**src/pkg/pmb_map.vh**
```
/*
 * register offsets, field positions, reset values and bus codes for the
 * message box and bus lock block.
 * assumes it is included by bare name from the design files.
 */
`ifndef PMB_MAP_VH
`define PMB_MAP_VH

// controller register space, byte offsets on the cpu side
`define PMB_OFF_MSG_ONE     8'h30
`define PMB_OFF_MSG_TWO     8'h34
`define PMB_OFF_LOCK_CS     8'h60

// bus_lock_control_status fields
`define PMB_LCS_REQ         0
`define PMB_LCS_TGT_OFF     1
`define PMB_LCS_RETRY_HIT   2
`define PMB_LCS_ABORT       3
`define PMB_LCS_RESET       4'h0

// reset value of both message words
`define PMB_MSG_RESET       32'h0000_0000

// pci memory map: box two sits this far above box one
`define PMB_MSG_TWO_OFS     32'h0000_0800
`define PMB_WIN_HI          31
`define PMB_WIN_LO          12
`define PMB_WIN_SEL         11

// pci bus commands that reach the message words
`define PMB_CMD_MEM_RD      4'h6
`define PMB_CMD_MEM_WR      4'h7
`define PMB_CMD_MEM_RDM     4'hc
`define PMB_CMD_MEM_RDL     4'he
`define PMB_CMD_MEM_WRI     4'hf

`endif

```
**src/hw/pmb_mbox_mem.v**
```verilog
/*
 * two-word store for the message boxes, one port, registered read data.
 * assumes at most one access per cycle, arbitrated by the caller.
 */
`include "pmb_map.vh"

module pmb_mbox_mem (
   // clock and reset
   input  wire        i_clk,
   input  wire        i_nrst,
   // access port
   input  wire        i_en,
   input  wire        i_wr,
   input  wire        i_sel,
   input  wire [31:0] i_wdata,
   // read data, valid the cycle after i_en
   output reg  [31:0] o_rdata
);

   reg [31:0] word_one_reg;
   reg [31:0] word_two_reg;

   always @(posedge i_clk or negedge i_nrst) begin
      if (!i_nrst) begin
         word_one_reg <= `PMB_MSG_RESET;
         word_two_reg <= `PMB_MSG_RESET;
         o_rdata      <= 32'h0000_0000;
      end else if (i_en) begin
         if (i_wr && !i_sel)
            word_one_reg <= i_wdata;
         if (i_wr && i_sel)
            word_two_reg <= i_wdata;
         // read returns the value before this write
         o_rdata <= i_sel ? word_two_reg : word_one_reg;
      end
   end

endmodule // pmb_mbox_mem

```
**src/hw/pmb_top.v**
```verilog
/*
 * message box pair and pci exclusive-access logic: cpu register port,
 * pci target port for the boxes, master lock control and target lock.
 * assumes the pci core runs on i_clk and hands over decoded cycles as
 * one-cycle pulses; frame and lock pins arrive asynchronously.
 */
// How it works
// two one-word message boxes, read and written by cpu and pci masters.
// cpu sees box one at offset 30 and box two at offset 34.
// pci claims boxes only on memory cycles at base; io and config ignored.
// reset clears both message boxes to zero.
// boxes answer pci once memory space enable is set; no other enable.
// unprogrammed base puts boxes at 0x0 and 0x800; software sets base first.
// any pci read or write of a box sets that box's interrupt flag.
// cpu read or write of a box clears its interrupt flag.
// lock request bit makes the next master access locked, lock pin driven.
// clearing request releases lock after the in-progress access completes.
// while holding a target locked, master talks only to that target.
// locked retries reissued; reaching retry limit sets status bit 2.
// master or target abort while driving lock sets status bit 3.
// bit 1 zero accepts locked target cycles; one disables target locking.
// target-locked state refuses other pci and cpu accesses until idle.
// dram refresh keeps running while target locked.
// lock control register at 0x60, bits 31:4 read zero.
// retry-limit and abort bits stay set until written zero or reset.
`include "pmb_map.vh"

module pmb_top (
   // clock and reset
   input  wire        i_clk,
   input  wire        i_nrst,
   // cpu register port
   input  wire        i_cpu_req,
   input  wire        i_cpu_wr,
   input  wire [7:0]  i_cpu_addr,
   input  wire [31:0] i_cpu_wdata,
   output reg         o_cpu_ack,
   output reg         o_cpu_retry,
   output reg  [31:0] o_cpu_rdata,
   // pci configuration state
   input  wire        i_mem_space_enable_bit,
   input  wire [31:0] i_mbox_base,
   // pci target cycles
   input  wire        i_tgt_req,
   input  wire [3:0]  i_tgt_cmd,
   input  wire [31:0] i_tgt_addr,
   input  wire [31:0] i_tgt_wdata,
   input  wire        i_tgt_locked,
   input  wire        i_tgt_lock_owner,
   output reg         o_tgt_ack,
   output reg         o_tgt_retry,
   output reg  [31:0] o_tgt_rdata,
   output reg         o_tgt_lock_state,
   // pci pins
   input  wire        i_frame_n,
   input  wire        i_lock_n,
   output reg         o_lock_n,
   output reg         o_lock_n_oe,
   // pci master engine
   input  wire        i_mst_start,
   input  wire [31:0] i_mst_addr,
   input  wire        i_mst_done,
   input  wire        i_mst_retry,
   input  wire        i_mst_abort,
   input  wire [7:0]  i_retry_limit,
   output reg         o_mst_use_lock,
   output reg         o_mst_permit,
   output reg         o_mst_reissue,
   // interrupt flags and refresh
   output reg         o_msg_one_irq_flag,
   output reg         o_msg_two_irq_flag,
   input  wire        i_refresh_req,
   output reg         o_refresh_grant
);

   localparam M_IDLE   = 1'b0;
   localparam M_LOCK   = 1'b1;
   localparam T_IDLE   = 1'b0;
   localparam T_LOCKED = 1'b1;

   function is_mem_cmd;
      input [3:0] cmd;
      begin
         is_mem_cmd = (cmd == `PMB_CMD_MEM_RD)  ||
                      (cmd == `PMB_CMD_MEM_WR)  ||
                      (cmd == `PMB_CMD_MEM_RDM) ||
                      (cmd == `PMB_CMD_MEM_RDL) ||
                      (cmd == `PMB_CMD_MEM_WRI);
      end
   endfunction

   function is_wr_cmd;
      input [3:0] cmd;
      begin
         is_wr_cmd = (cmd == `PMB_CMD_MEM_WR) || (cmd == `PMB_CMD_MEM_WRI);
      end
   endfunction

   // pin synchronisers
   reg        frame_n_s1_reg;
   reg        frame_n_reg;
   reg        lock_n_s1_reg;
   reg        lock_n_reg;

   // control state
   reg        m_state_reg;
   reg        m_state_next;
   reg        t_state_reg;
   reg        t_state_next;
   reg [31:0] lock_tgt_reg;
   reg [7:0]  retry_cnt_reg;
   reg        lock_req_reg;
   reg        tgt_off_reg;
   reg        retry_hit_reg;
   reg        abort_reg;

   // pipeline of a box or lock register read
   reg        cpu_p1_reg;
   reg        cpu_box_p1_reg;
   reg [31:0] cpu_lcs_p1_reg;
   reg        tgt_p1_reg;

   // decode
   wire       cpu_one = i_cpu_addr == `PMB_OFF_MSG_ONE;
   wire       cpu_two = i_cpu_addr == `PMB_OFF_MSG_TWO;
   wire       cpu_lcs = i_cpu_addr == `PMB_OFF_LOCK_CS;
   wire       cpu_hit = i_cpu_req && (cpu_one || cpu_two || cpu_lcs);
   wire       tgt_win = i_tgt_addr[`PMB_WIN_HI:`PMB_WIN_LO] ==
                        i_mbox_base[`PMB_WIN_HI:`PMB_WIN_LO];
   wire       tgt_sel = i_tgt_addr[`PMB_WIN_SEL];
   wire       tgt_hit = i_tgt_req && i_mem_space_enable_bit &&
                        is_mem_cmd(i_tgt_cmd) && tgt_win;
   wire       tgt_lock_in = tgt_hit && i_tgt_locked && !tgt_off_reg;
   wire       t_locked = t_state_reg == T_LOCKED;
   // while target locked only the locking master's cycles get through
   wire       tgt_go = tgt_hit && (!t_locked || i_tgt_lock_owner);
   wire       tgt_ref = tgt_hit && !tgt_go;
   // a box access in the same cycle as pci goes to pci; cpu retries
   wire       cpu_box = cpu_hit && (cpu_one || cpu_two);
   wire       cpu_ref = cpu_hit && (t_locked || (cpu_box && tgt_go));
   wire       cpu_go = cpu_hit && !cpu_ref;
   wire       cpu_box_go = cpu_go && (cpu_one || cpu_two);
   wire       cpu_lcs_wr = cpu_go && cpu_lcs && i_cpu_wr;

   wire        mem_en = tgt_go || cpu_box_go;
   wire        mem_wr = tgt_go ? is_wr_cmd(i_tgt_cmd) : i_cpu_wr;
   wire        mem_sel = tgt_go ? tgt_sel : cpu_two;
   wire [31:0] mem_wdata = tgt_go ? i_tgt_wdata : i_cpu_wdata;
   wire [31:0] mem_rdata;

   wire [31:0] lcs_view = {28'h0000000, abort_reg, retry_hit_reg,
                           tgt_off_reg, lock_req_reg};

   pmb_mbox_mem u_mem (
      .i_clk   (i_clk),
      .i_nrst  (i_nrst),
      .i_en    (mem_en),
      .i_wr    (mem_wr),
      .i_sel   (mem_sel),
      .i_wdata (mem_wdata),
      .o_rdata (mem_rdata)
   );

   always @(posedge i_clk or negedge i_nrst) begin
      if (!i_nrst) begin
         frame_n_s1_reg <= 1'b1;
         frame_n_reg    <= 1'b1;
         lock_n_s1_reg  <= 1'b1;
         lock_n_reg     <= 1'b1;
      end else begin
         frame_n_s1_reg <= i_frame_n;
         frame_n_reg    <= frame_n_s1_reg;
         lock_n_s1_reg  <= i_lock_n;
         lock_n_reg     <= lock_n_s1_reg;
      end
   end

   // master lock state
   always @* begin
      m_state_next = m_state_reg;
      case (m_state_reg)
         M_IDLE:
            if (i_mst_start && lock_req_reg && lock_n_reg)
               m_state_next = M_LOCK;
         M_LOCK:
            // release only once the access in flight has finished
            if ((i_mst_done && !lock_req_reg) || i_mst_abort)
               m_state_next = M_IDLE;
         default:
            m_state_next = M_IDLE;
      endcase
   end

   // target lock state
   always @* begin
      t_state_next = t_state_reg;
      case (t_state_reg)
         T_IDLE:
            if (tgt_lock_in)
               t_state_next = T_LOCKED;
         T_LOCKED:
            if (frame_n_reg && lock_n_reg && !tgt_hit)
               t_state_next = T_IDLE;
         default:
            t_state_next = T_IDLE;
      endcase
   end

   always @(posedge i_clk or negedge i_nrst) begin
      if (!i_nrst) begin
         m_state_reg   <= M_IDLE;
         t_state_reg   <= T_IDLE;
         lock_tgt_reg  <= 32'h0000_0000;
         retry_cnt_reg <= 8'h00;
         lock_req_reg  <= 1'b0;
         tgt_off_reg   <= 1'b0;
         retry_hit_reg <= 1'b0;
         abort_reg     <= 1'b0;
      end else begin
         m_state_reg <= m_state_next;
         t_state_reg <= t_state_next;
         if (m_state_reg == M_IDLE && m_state_next == M_LOCK)
            lock_tgt_reg <= i_mst_addr;
         if (m_state_reg == M_IDLE || i_mst_done)
            retry_cnt_reg <= 8'h00;
         else if (i_mst_retry && retry_cnt_reg != 8'hff)
            retry_cnt_reg <= retry_cnt_reg + 8'h01;
         if (cpu_lcs_wr) begin
            lock_req_reg <= i_cpu_wdata[`PMB_LCS_REQ];
            tgt_off_reg  <= i_cpu_wdata[`PMB_LCS_TGT_OFF];
         end
         // set beats a software clear in the same cycle
         if (m_state_reg == M_LOCK && i_mst_retry &&
             retry_cnt_reg + 8'h01 >= i_retry_limit)
            retry_hit_reg <= 1'b1;
         else if (cpu_lcs_wr && !i_cpu_wdata[`PMB_LCS_RETRY_HIT])
            retry_hit_reg <= 1'b0;
         if (m_state_reg == M_LOCK && i_mst_abort)
            abort_reg <= 1'b1;
         else if (cpu_lcs_wr && !i_cpu_wdata[`PMB_LCS_ABORT])
            abort_reg <= 1'b0;
      end
   end

   // message interrupt flags, pci set wins over cpu clear
   always @(posedge i_clk or negedge i_nrst) begin
      if (!i_nrst) begin
         o_msg_one_irq_flag <= 1'b0;
         o_msg_two_irq_flag <= 1'b0;
      end else begin
         if (tgt_go && !tgt_sel)
            o_msg_one_irq_flag <= 1'b1;
         else if (cpu_box_go && cpu_one)
            o_msg_one_irq_flag <= 1'b0;
         if (tgt_go && tgt_sel)
            o_msg_two_irq_flag <= 1'b1;
         else if (cpu_box_go && cpu_two)
            o_msg_two_irq_flag <= 1'b0;
      end
   end

   // answers: ack two cycles after request, retry one cycle after, from registers
   always @(posedge i_clk or negedge i_nrst) begin
      if (!i_nrst) begin
         cpu_p1_reg     <= 1'b0;
         cpu_box_p1_reg <= 1'b0;
         cpu_lcs_p1_reg <= 32'h0000_0000;
         tgt_p1_reg     <= 1'b0;
         o_cpu_ack      <= 1'b0;
         o_cpu_retry    <= 1'b0;
         o_cpu_rdata    <= 32'h0000_0000;
         o_tgt_ack      <= 1'b0;
         o_tgt_retry    <= 1'b0;
         o_tgt_rdata    <= 32'h0000_0000;
      end else begin
         cpu_p1_reg     <= cpu_go;
         cpu_box_p1_reg <= cpu_box_go;
         cpu_lcs_p1_reg <= lcs_view;
         tgt_p1_reg     <= tgt_go;
         o_cpu_ack      <= cpu_p1_reg;
         o_cpu_retry    <= cpu_ref;
         if (cpu_p1_reg)
            o_cpu_rdata <= cpu_box_p1_reg ? mem_rdata : cpu_lcs_p1_reg;
         o_tgt_ack      <= tgt_p1_reg;
         o_tgt_retry    <= tgt_ref;
         if (tgt_p1_reg)
            o_tgt_rdata <= mem_rdata;
      end
   end

   // master side and pins
   always @(posedge i_clk or negedge i_nrst) begin
      if (!i_nrst) begin
         o_lock_n         <= 1'b1;
         o_lock_n_oe      <= 1'b0;
         o_mst_use_lock   <= 1'b0;
         o_mst_permit     <= 1'b1;
         o_mst_reissue    <= 1'b0;
         o_tgt_lock_state <= 1'b0;
         o_refresh_grant  <= 1'b0;
      end else begin
         // lock pin held low through the whole locked sequence
         o_lock_n       <= m_state_next != M_LOCK;
         o_lock_n_oe    <= m_state_next == M_LOCK;
         o_mst_use_lock <= lock_req_reg &&
                           (lock_n_reg || m_state_reg == M_LOCK);
         o_mst_permit   <= m_state_reg != M_LOCK ||
                           i_mst_addr == lock_tgt_reg;
         o_mst_reissue  <= m_state_reg == M_LOCK && i_mst_retry &&
                           !(retry_cnt_reg + 8'h01 >= i_retry_limit);
         o_tgt_lock_state <= t_state_next == T_LOCKED;
         // refresh does not look at the lock at all
         o_refresh_grant  <= i_refresh_req;
      end
   end

endmodule // pmb_top

```
**config.mk**
```make
export PLATFORM = sky130hd
export DESIGN_NAME = pmb_top
export DESIGN_NICKNAME = d
export VERILOG_FILES = /design/src/hw/pmb_mbox_mem.v /design/src/hw/pmb_top.v
export VERILOG_INCLUDE_DIRS = /design/src /design/src/pkg
export SDC_FILE = /design/constraint.sdc
export NUM_CORES = 1
export LEC_CHECK = 0
export BUFFER_PORTS_ARGS = -buffer_cell sky130_fd_sc_hd__buf_2
export CORE_AREA = 2 2 190 192
export DETAILED_ROUTE_END_ITERATION = 16
export DIE_AREA = 0 0 192 194
export HOLD_SLACK_MARGIN = 0.05
export PLACE_DENSITY = 0.48
export SETUP_SLACK_MARGIN = 0.15
export SLEW_MARGIN = 30
export SYNTH_ARGS = -nofsm -noshare
export SYNTH_HDL_FRONTEND = slang
export SYNTH_HIERARCHICAL = 1
export SYNTH_SLANG_ARGS = --single-unit
```
**constraint.sdc**
```tcl
create_clock -name i_clk -period 4 [get_ports i_clk]
set_input_delay 0.8 -clock i_clk [delete_from_list [all_inputs] [get_ports i_clk]]
set_output_delay 0.8 -clock i_clk [all_outputs]
set_load 0.05 [all_outputs]
```
==> results.json, run 1 <==
{
  "status": "complete, no violations",
  "power_mw": 5.28,
  "firstDrtPassIters": 4,
  "grtUsageTotal": 0.132,
  "period_minus_slack_ns": 2.75,
  "clk_root_buffer_cell": "clkbuf_16",
  "synth-xor-area-share": 0.0521,
  "synthesis.area_mm2": 0.0104,
  "coreArea_mm2": 0.0352,
  "syn_inst": 812,
  "required_ns": 4.38,
  "synthAdderAreaFrac": 0.0108,
  "finalSetupViolations": 0,
  "p_per_area_mw_per_mm2": 405,
  "slowest_delay_ns": 0.55,
  "drtIter0Drc": 317,
  "start_util": 0.296,
  "layout_commonest_cell": "buf_2",
  "final_cell_area_mm2": 0.0131,
  "r2r-start": "retry_cnt_reg[0]",
  "drv_cap": 0,
  "nets": 1266,
  "leakage_nw": 6.75,
  "finalHoldViolCount": 0,
  "cts.sinks": 228,
  "place_area_mm2": 0.0122,
  "worst_pin_slew_ns": 0.879,
  "reg2reg_depth": 8,
  "yosys.area_share.simple": 0.0686,
  "via_per_inst": 4.43,
  "ys_warn_count": 6,
  "die_y_um": 194,
  "place_hpwl_um": 17100,
  "path_cells": "buf_2 -> xnor2_1 -> o2111ai_1 -> nor2_1 -> nand4_1 -> mux2i_4 -> buf_4 -> mux2i_1 -> a21oi_1",
  "grt_overflow": 0,
  "cp.depth": 9,
  "postCtsSetupBuffers": 0,
  "cp_max_fo": 32,
  "vias": 6832,
  "rows": 69,
  "fp.dieW_um": 192,
  "wirelength_um": 24700,
  "drc_errors": 0,
  "crit_buf_inv": 2,
  "r2r_end": "retry_hit_reg",
  "area_growth_pct": 25.3,
  "final_cell_mix": "buf_2 (247), dfrtp_1 (220), mux2_2 (101)",
  "synth_enable_flop_cells": 0,
  "grt_pass1_vias": 6929,
  "tns_ns": 0,
  "syn_area_per_cell_um2": 12.8,
  "worstSkewPairLatency_ns": 0.53,
  "synth_ff_type": "dfrtp_1",
  "gp_congestion": 0.753,
  "yosys.area.top_type": "dfrtp_1",
  "synth-compound-area-share": 0.0504,
  "rsz0062_at_grt": "false",
  "grt_max_degree": 72,
  "ys_seq_area_frac": 0.548,
  "wl_per_cell_um": 16.0,
  "ir_drop_mv": 0.274,
  "cts_max_level": 1,
  "port_buffers": 248,
  "synth.area.mux_share": 0.234,
  "timing.reg2reg.setup_slack_ns": 1.45,
  "path_clk_slew_ns": 0.06,
  "yosysUniqueCellTypes": 45,
  "ys_top_cells_by_area": "dfrtp_1 (53%), mux2_2 (11%), mux2_4 (8.6%)",
  "cp_slowest_cell": "buf_4",
  "setup.worst_path.class": "in -> reg",
  "synth_top_area_share": 0.533,
  "finalMaxSlewViolations": 0,
  "grt_first_pass_wirelength_um": 38900,
  "drive_above_1_share": 0.444,
  "cts_hold_buffers": 0,
  "async_flop_share": 1.00,
  "synth_fp_nets": 1016,
  "cp_top_family": "buffers and inverters",
  "skew_ns": 0.0110,
  "min_period_over_period": 0.687,
  "crit_start": "i_mbox_base[21]",
  "die-area_mm2": 0.0372,
  "postRouteAntennaNets": 0,
  "synth_seq_cells": 228,
  "numCtsBuffers": 26,
  "cts_resized": 0,
  "start_kind": "input pin",
  "max_freq_mhz": 364,
  "antenna_found_initial": 1,
  "maxSlewHeadroom": 0.414,
  "clockBufferDepth": 3,
  "cp.arrival_ns": 3.13,
  "holdWs_ns": 0.218,
  "ios": 272,
  "endpoint": "u_mem/o_rdata[24]",
  "endpoint_kind": "flop",
  "hp-class": "in -> async",
  "cts_tree": "yes",
  "synth_top_family_by_area": "multiplexers"
}
==> stage by stage <==
| stage | util | std cells | setup WS (ns) |
|---|---|---|---|
| after floorplan | - | 812 | 1.21 |
| after global placement | 0.346 | 1495 | 0.674 |
| after detailed placement | 0.346 | 1495 | 0.674 |
| after CTS | 0.371 | 1542 | 1.25 |
| after global routing | 0.371 | 1542 | 1.01 |
| final | 0.371 | 1543 | 1.25 |
==> where the power goes <==
group	internal [mW]	switching (mW)
Clock	1.42	0.958
Combinational	0.207	0.212
Sequential	2.41	0.0706
==> synth_stat cells (2+ instances only) <==
cell        n
nand2b_1    6
or3_1       3
a31oi_1     3
mux2_1      2
dfrtp_1   222
nor4_1      8
mux2i_1    38
nand2_1     9
buf_2      12
a21o_1      2
xor2_1     37
xnor2_1    25
buf_4       2
a41oi_1     3
buf_6       6
ha_1        9
dfstp_2     6
inv_1      41
nor2b_1     5
nand4_1     9
o21ai_0    37
nand3_1    35
mux2_4     60
a21oi_1    44
nor3_1      2
mux2_2    101
a21bo_2     2
buf_1       5
clkbuf_1   15
nor2_1     48
==> routing by layer <==
layer / GRT usage / routed length (um)
met4: 0.0297 / 492
met1: 0.180 / 11300
met2: 0.212 / 11300
met5: 0 / 13
met3: 0.0310 / 1620
==> cell families (layout without fill, tap and decap cells) <==
family,count (synthesis),count (layout)
buffers and inverters,81,350
other,0,1
DFF,228,228
xor gates and xnor gates,62,62
muxes,201,201
adders and majority gates,9,9
AOI/OAI and AO/OA,95,95
and+or+nand+nor,136,136
==> worst min-delay path by stage <==
stage / from / to / slack (ns) / depth (start not counted)
6_report: i_nrst / u_mem/word_two_reg[10] / 0.22 / 1
5_1_grt: i_nrst / u_mem/word_one_reg[10] / 0.26 / 1
4_1_cts: i_nrst / o_refresh_grant / 0.23 / 1
3_5_place_dp: frame_n_s1_reg / frame_n_reg / 0.35 / 0
3_3_place_gp: lock_n_s1_reg / lock_n_reg / 0.35 / 0
2_1_floorplan: frame_n_s1_reg / frame_n_reg / 0.35 / 0
==> cell type report <==
class / instances / area, um^2
sequential: 228 / 5720
clock inverter: 9 / 113
tap: 461 / 577
clock buffer: 38 / 746
timing repair buffer: 262 / 1410
inverter: 41 / 154
fill: 3520 / 22200
multi-input combinational: 503 / 4350
antenna: 1 / 2.50
Note: power is estimated with default switching activity, not from simulation.
==> inputs of run 2 (changes only) <==
==> constraint.sdc (replaced) <==
create_clock -name i_clk -period 2.9 [get_ports i_clk]
set_input_delay 0.58 -clock i_clk [delete_from_list [all_inputs] [get_ports i_clk]]
set_output_delay 0.58 -clock i_clk [all_outputs]
set_load 0.05 [all_outputs]
==> results.json, run 2 (same netlist as run 1, synthesis figures left out) <==
{
  "status": "complete, no violations",
  "swShare": 0.227,
  "firstDrtPassIters": 6,
  "coreArea_mm2": 0.0352,
  "die_y_um": 194,
  "wl_per_cell_um": 15.8,
  "min_period_over_period": 0.861,
  "path_cells": "nand3_1 -> or2_2 -> xnor2_1 -> ha_1 -> a2111o_1 -> a31oi_1 -> o21ai_0 -> a21bo_2",
  "fp.dieW_um": 192,
  "numCtsBuffers": 28,
  "worst_pin_slew_ns": 0.915,
  "slowest_delay_ns": 0.42,
  "leakage_nw": 6.88,
  "num_antenna_cells": 0,
  "seqPwrFrac": 0.443,
  "holdWs_ns": 0.130,
  "ir_drop_mv": 0.538,
  "rows": 69,
  "finalNonFillerCells": 1552,
  "gp_congestion": 0.745,
  "skew_ns": 0.0147,
  "pre_cts_ws_ns": -0.00341,
  "grt_overflow": 0,
  "worstSkewPairLatency_ns": 0.55,
  "drtIter0Drc": 252,
  "start_kind": "flop",
  "clk_root_buffer_cell": "clkbuf_16",
  "reg2reg_depth": 8,
  "start_util": 0.296,
  "drv_cap": 0,
  "finalHoldViolCount": 0,
  "final_cell_mix": "buf_2 (247), dfrtp_1 (220), mux2_2 (101)",
  "finalSetupViolations": 0,
  "nets": 1273,
  "cts_max_level": 1,
  "path_clk_slew_ns": 0.06,
  "hp-class": "in -> reg",
  "layout_commonest_cell": "buf_2",
  "postCtsSetupBuffers": 0,
  "cp.arrival_ns": 2.93,
  "max_freq_mhz": 400,
  "grtUsageTotal": 0.134,
  "drc_errors": 0,
  "antenna_found_initial": 1,
  "via_per_inst": 4.44,
  "area_growth_pct": 27.9,
  "combPwrFrac": 0.075,
  "cts_tree": "yes",
  "port_buffers": 248,
  "p_int_mw": 5.99,
  "endpoint_kind": "flop",
  "clockBufferDepth": 3,
  "setup.worst_path.class": "reg -> reg",
  "switchingPower_mw": 1.75,
  "power_frac_clock": 0.482,
  "rsz0062_at_grt": "false",
  "cp_slowest_cell": "dfrtp_1",
  "vias": 6892,
  "p_per_area_mw_per_mm2": 581,
  "cp_max_fo": 5,
  "setup_ws_ns": 0.402,
  "maxSlewHeadroom": 0.390,
  "required_ns": 3.33,
  "dp.cells": 1499,
  "postRouteAntennaNets": 0,
  "ios": 272,
  "tns_ns": 0,
  "grt_max_degree": 72,
  "period_minus_slack_ns": 2.50,
  "whs_path_depth": 1,
  "power_mw": 7.74,
  "grt_pass1_vias": 7175,
  "die-area_mm2": 0.0372,
  "place_hpwl_um": 17200,
  "drive_above_1_share": 0.448,
  "cts.sinks": 228,
  "wirelength_um": 24600,
  "grt_first_pass_wirelength_um": 39700,
  "finalMaxSlewViolations": 0
}
run 2: worst max-delay path: cells and delay by family (launching register included):
family / cells / cell delay (ns)
AOI/OAI and AO/OA: 4 / 0.96
xor gates and xnor gates: 1 / 0.15
adders and majority gates: 1 / 0.32
DFF: 1 / 0.42
and+or+nand+nor: 2 / 0.55
run 2: power by group through the flow:
stage	logic [mW]	clock network, mW	registers [mW]
final	0.580	3.73	3.43
after global routing	0.657	4.01	3.45
after CTS	0.596	3.86	3.43
after detailed placement	0.592	0	3.49
after global placement	0.583	0	3.48
after floorplan	0.274	0	3.50
run 2: timing repair:
action,in CTS,in global routing
setup endpoints to repair,0,0
hold buffers,1,0
endpoints found under the hold margin,56,0
resized for setup,0,0
run 2: cell type report:
cell class / count / area (um^2)
Sequential cell: 228 / 5720
Clock inverter: 8 / 169
Tap cell: 461 / 577
Clock buffer: 44 / 851
Fill cell: 3472 / 21900
Inverter: 41 / 154
Timing Repair Buffer: 267 / 1510
Multi-Input combinational cell: 503 / 4350
run 2: final timing paths:
| kind | start | end | slack [ns] |
|---|---|---|---|
| max reg2reg | retry_cnt_reg[0] | retry_hit_reg | 0.40 |
| min reg2reg | frame_n_s1_reg | frame_n_reg | 0.35 |
| min in group asynchronous | i_nrst | o_refresh_grant | 0.57 |
| min | i_refresh_req | o_refresh_grant | 0.13 |
| max | retry_cnt_reg[0] | retry_hit_reg | 0.40 |
| max in group asynchronous | i_nrst | o_lock_n | 1.45 |
run 2: stage by stage:
step                      cell area (um^2)   util
after floorplan                      10400      -
after global placement               12300  0.349
after detailed placement             12300  0.349
after CTS                            13300  0.378
after global routing                 13300  0.378
final                                13300  0.378
run 2: per-layer routing:
metal,vias up,share of wire,GRT usage
met1,3338,0.46,0.181
met2,171,0.46,0.217
met3,38,0.055,0.0295
li1,3343,-,-
met5,-,0.00065,0
met4,2,0.024,0.0345
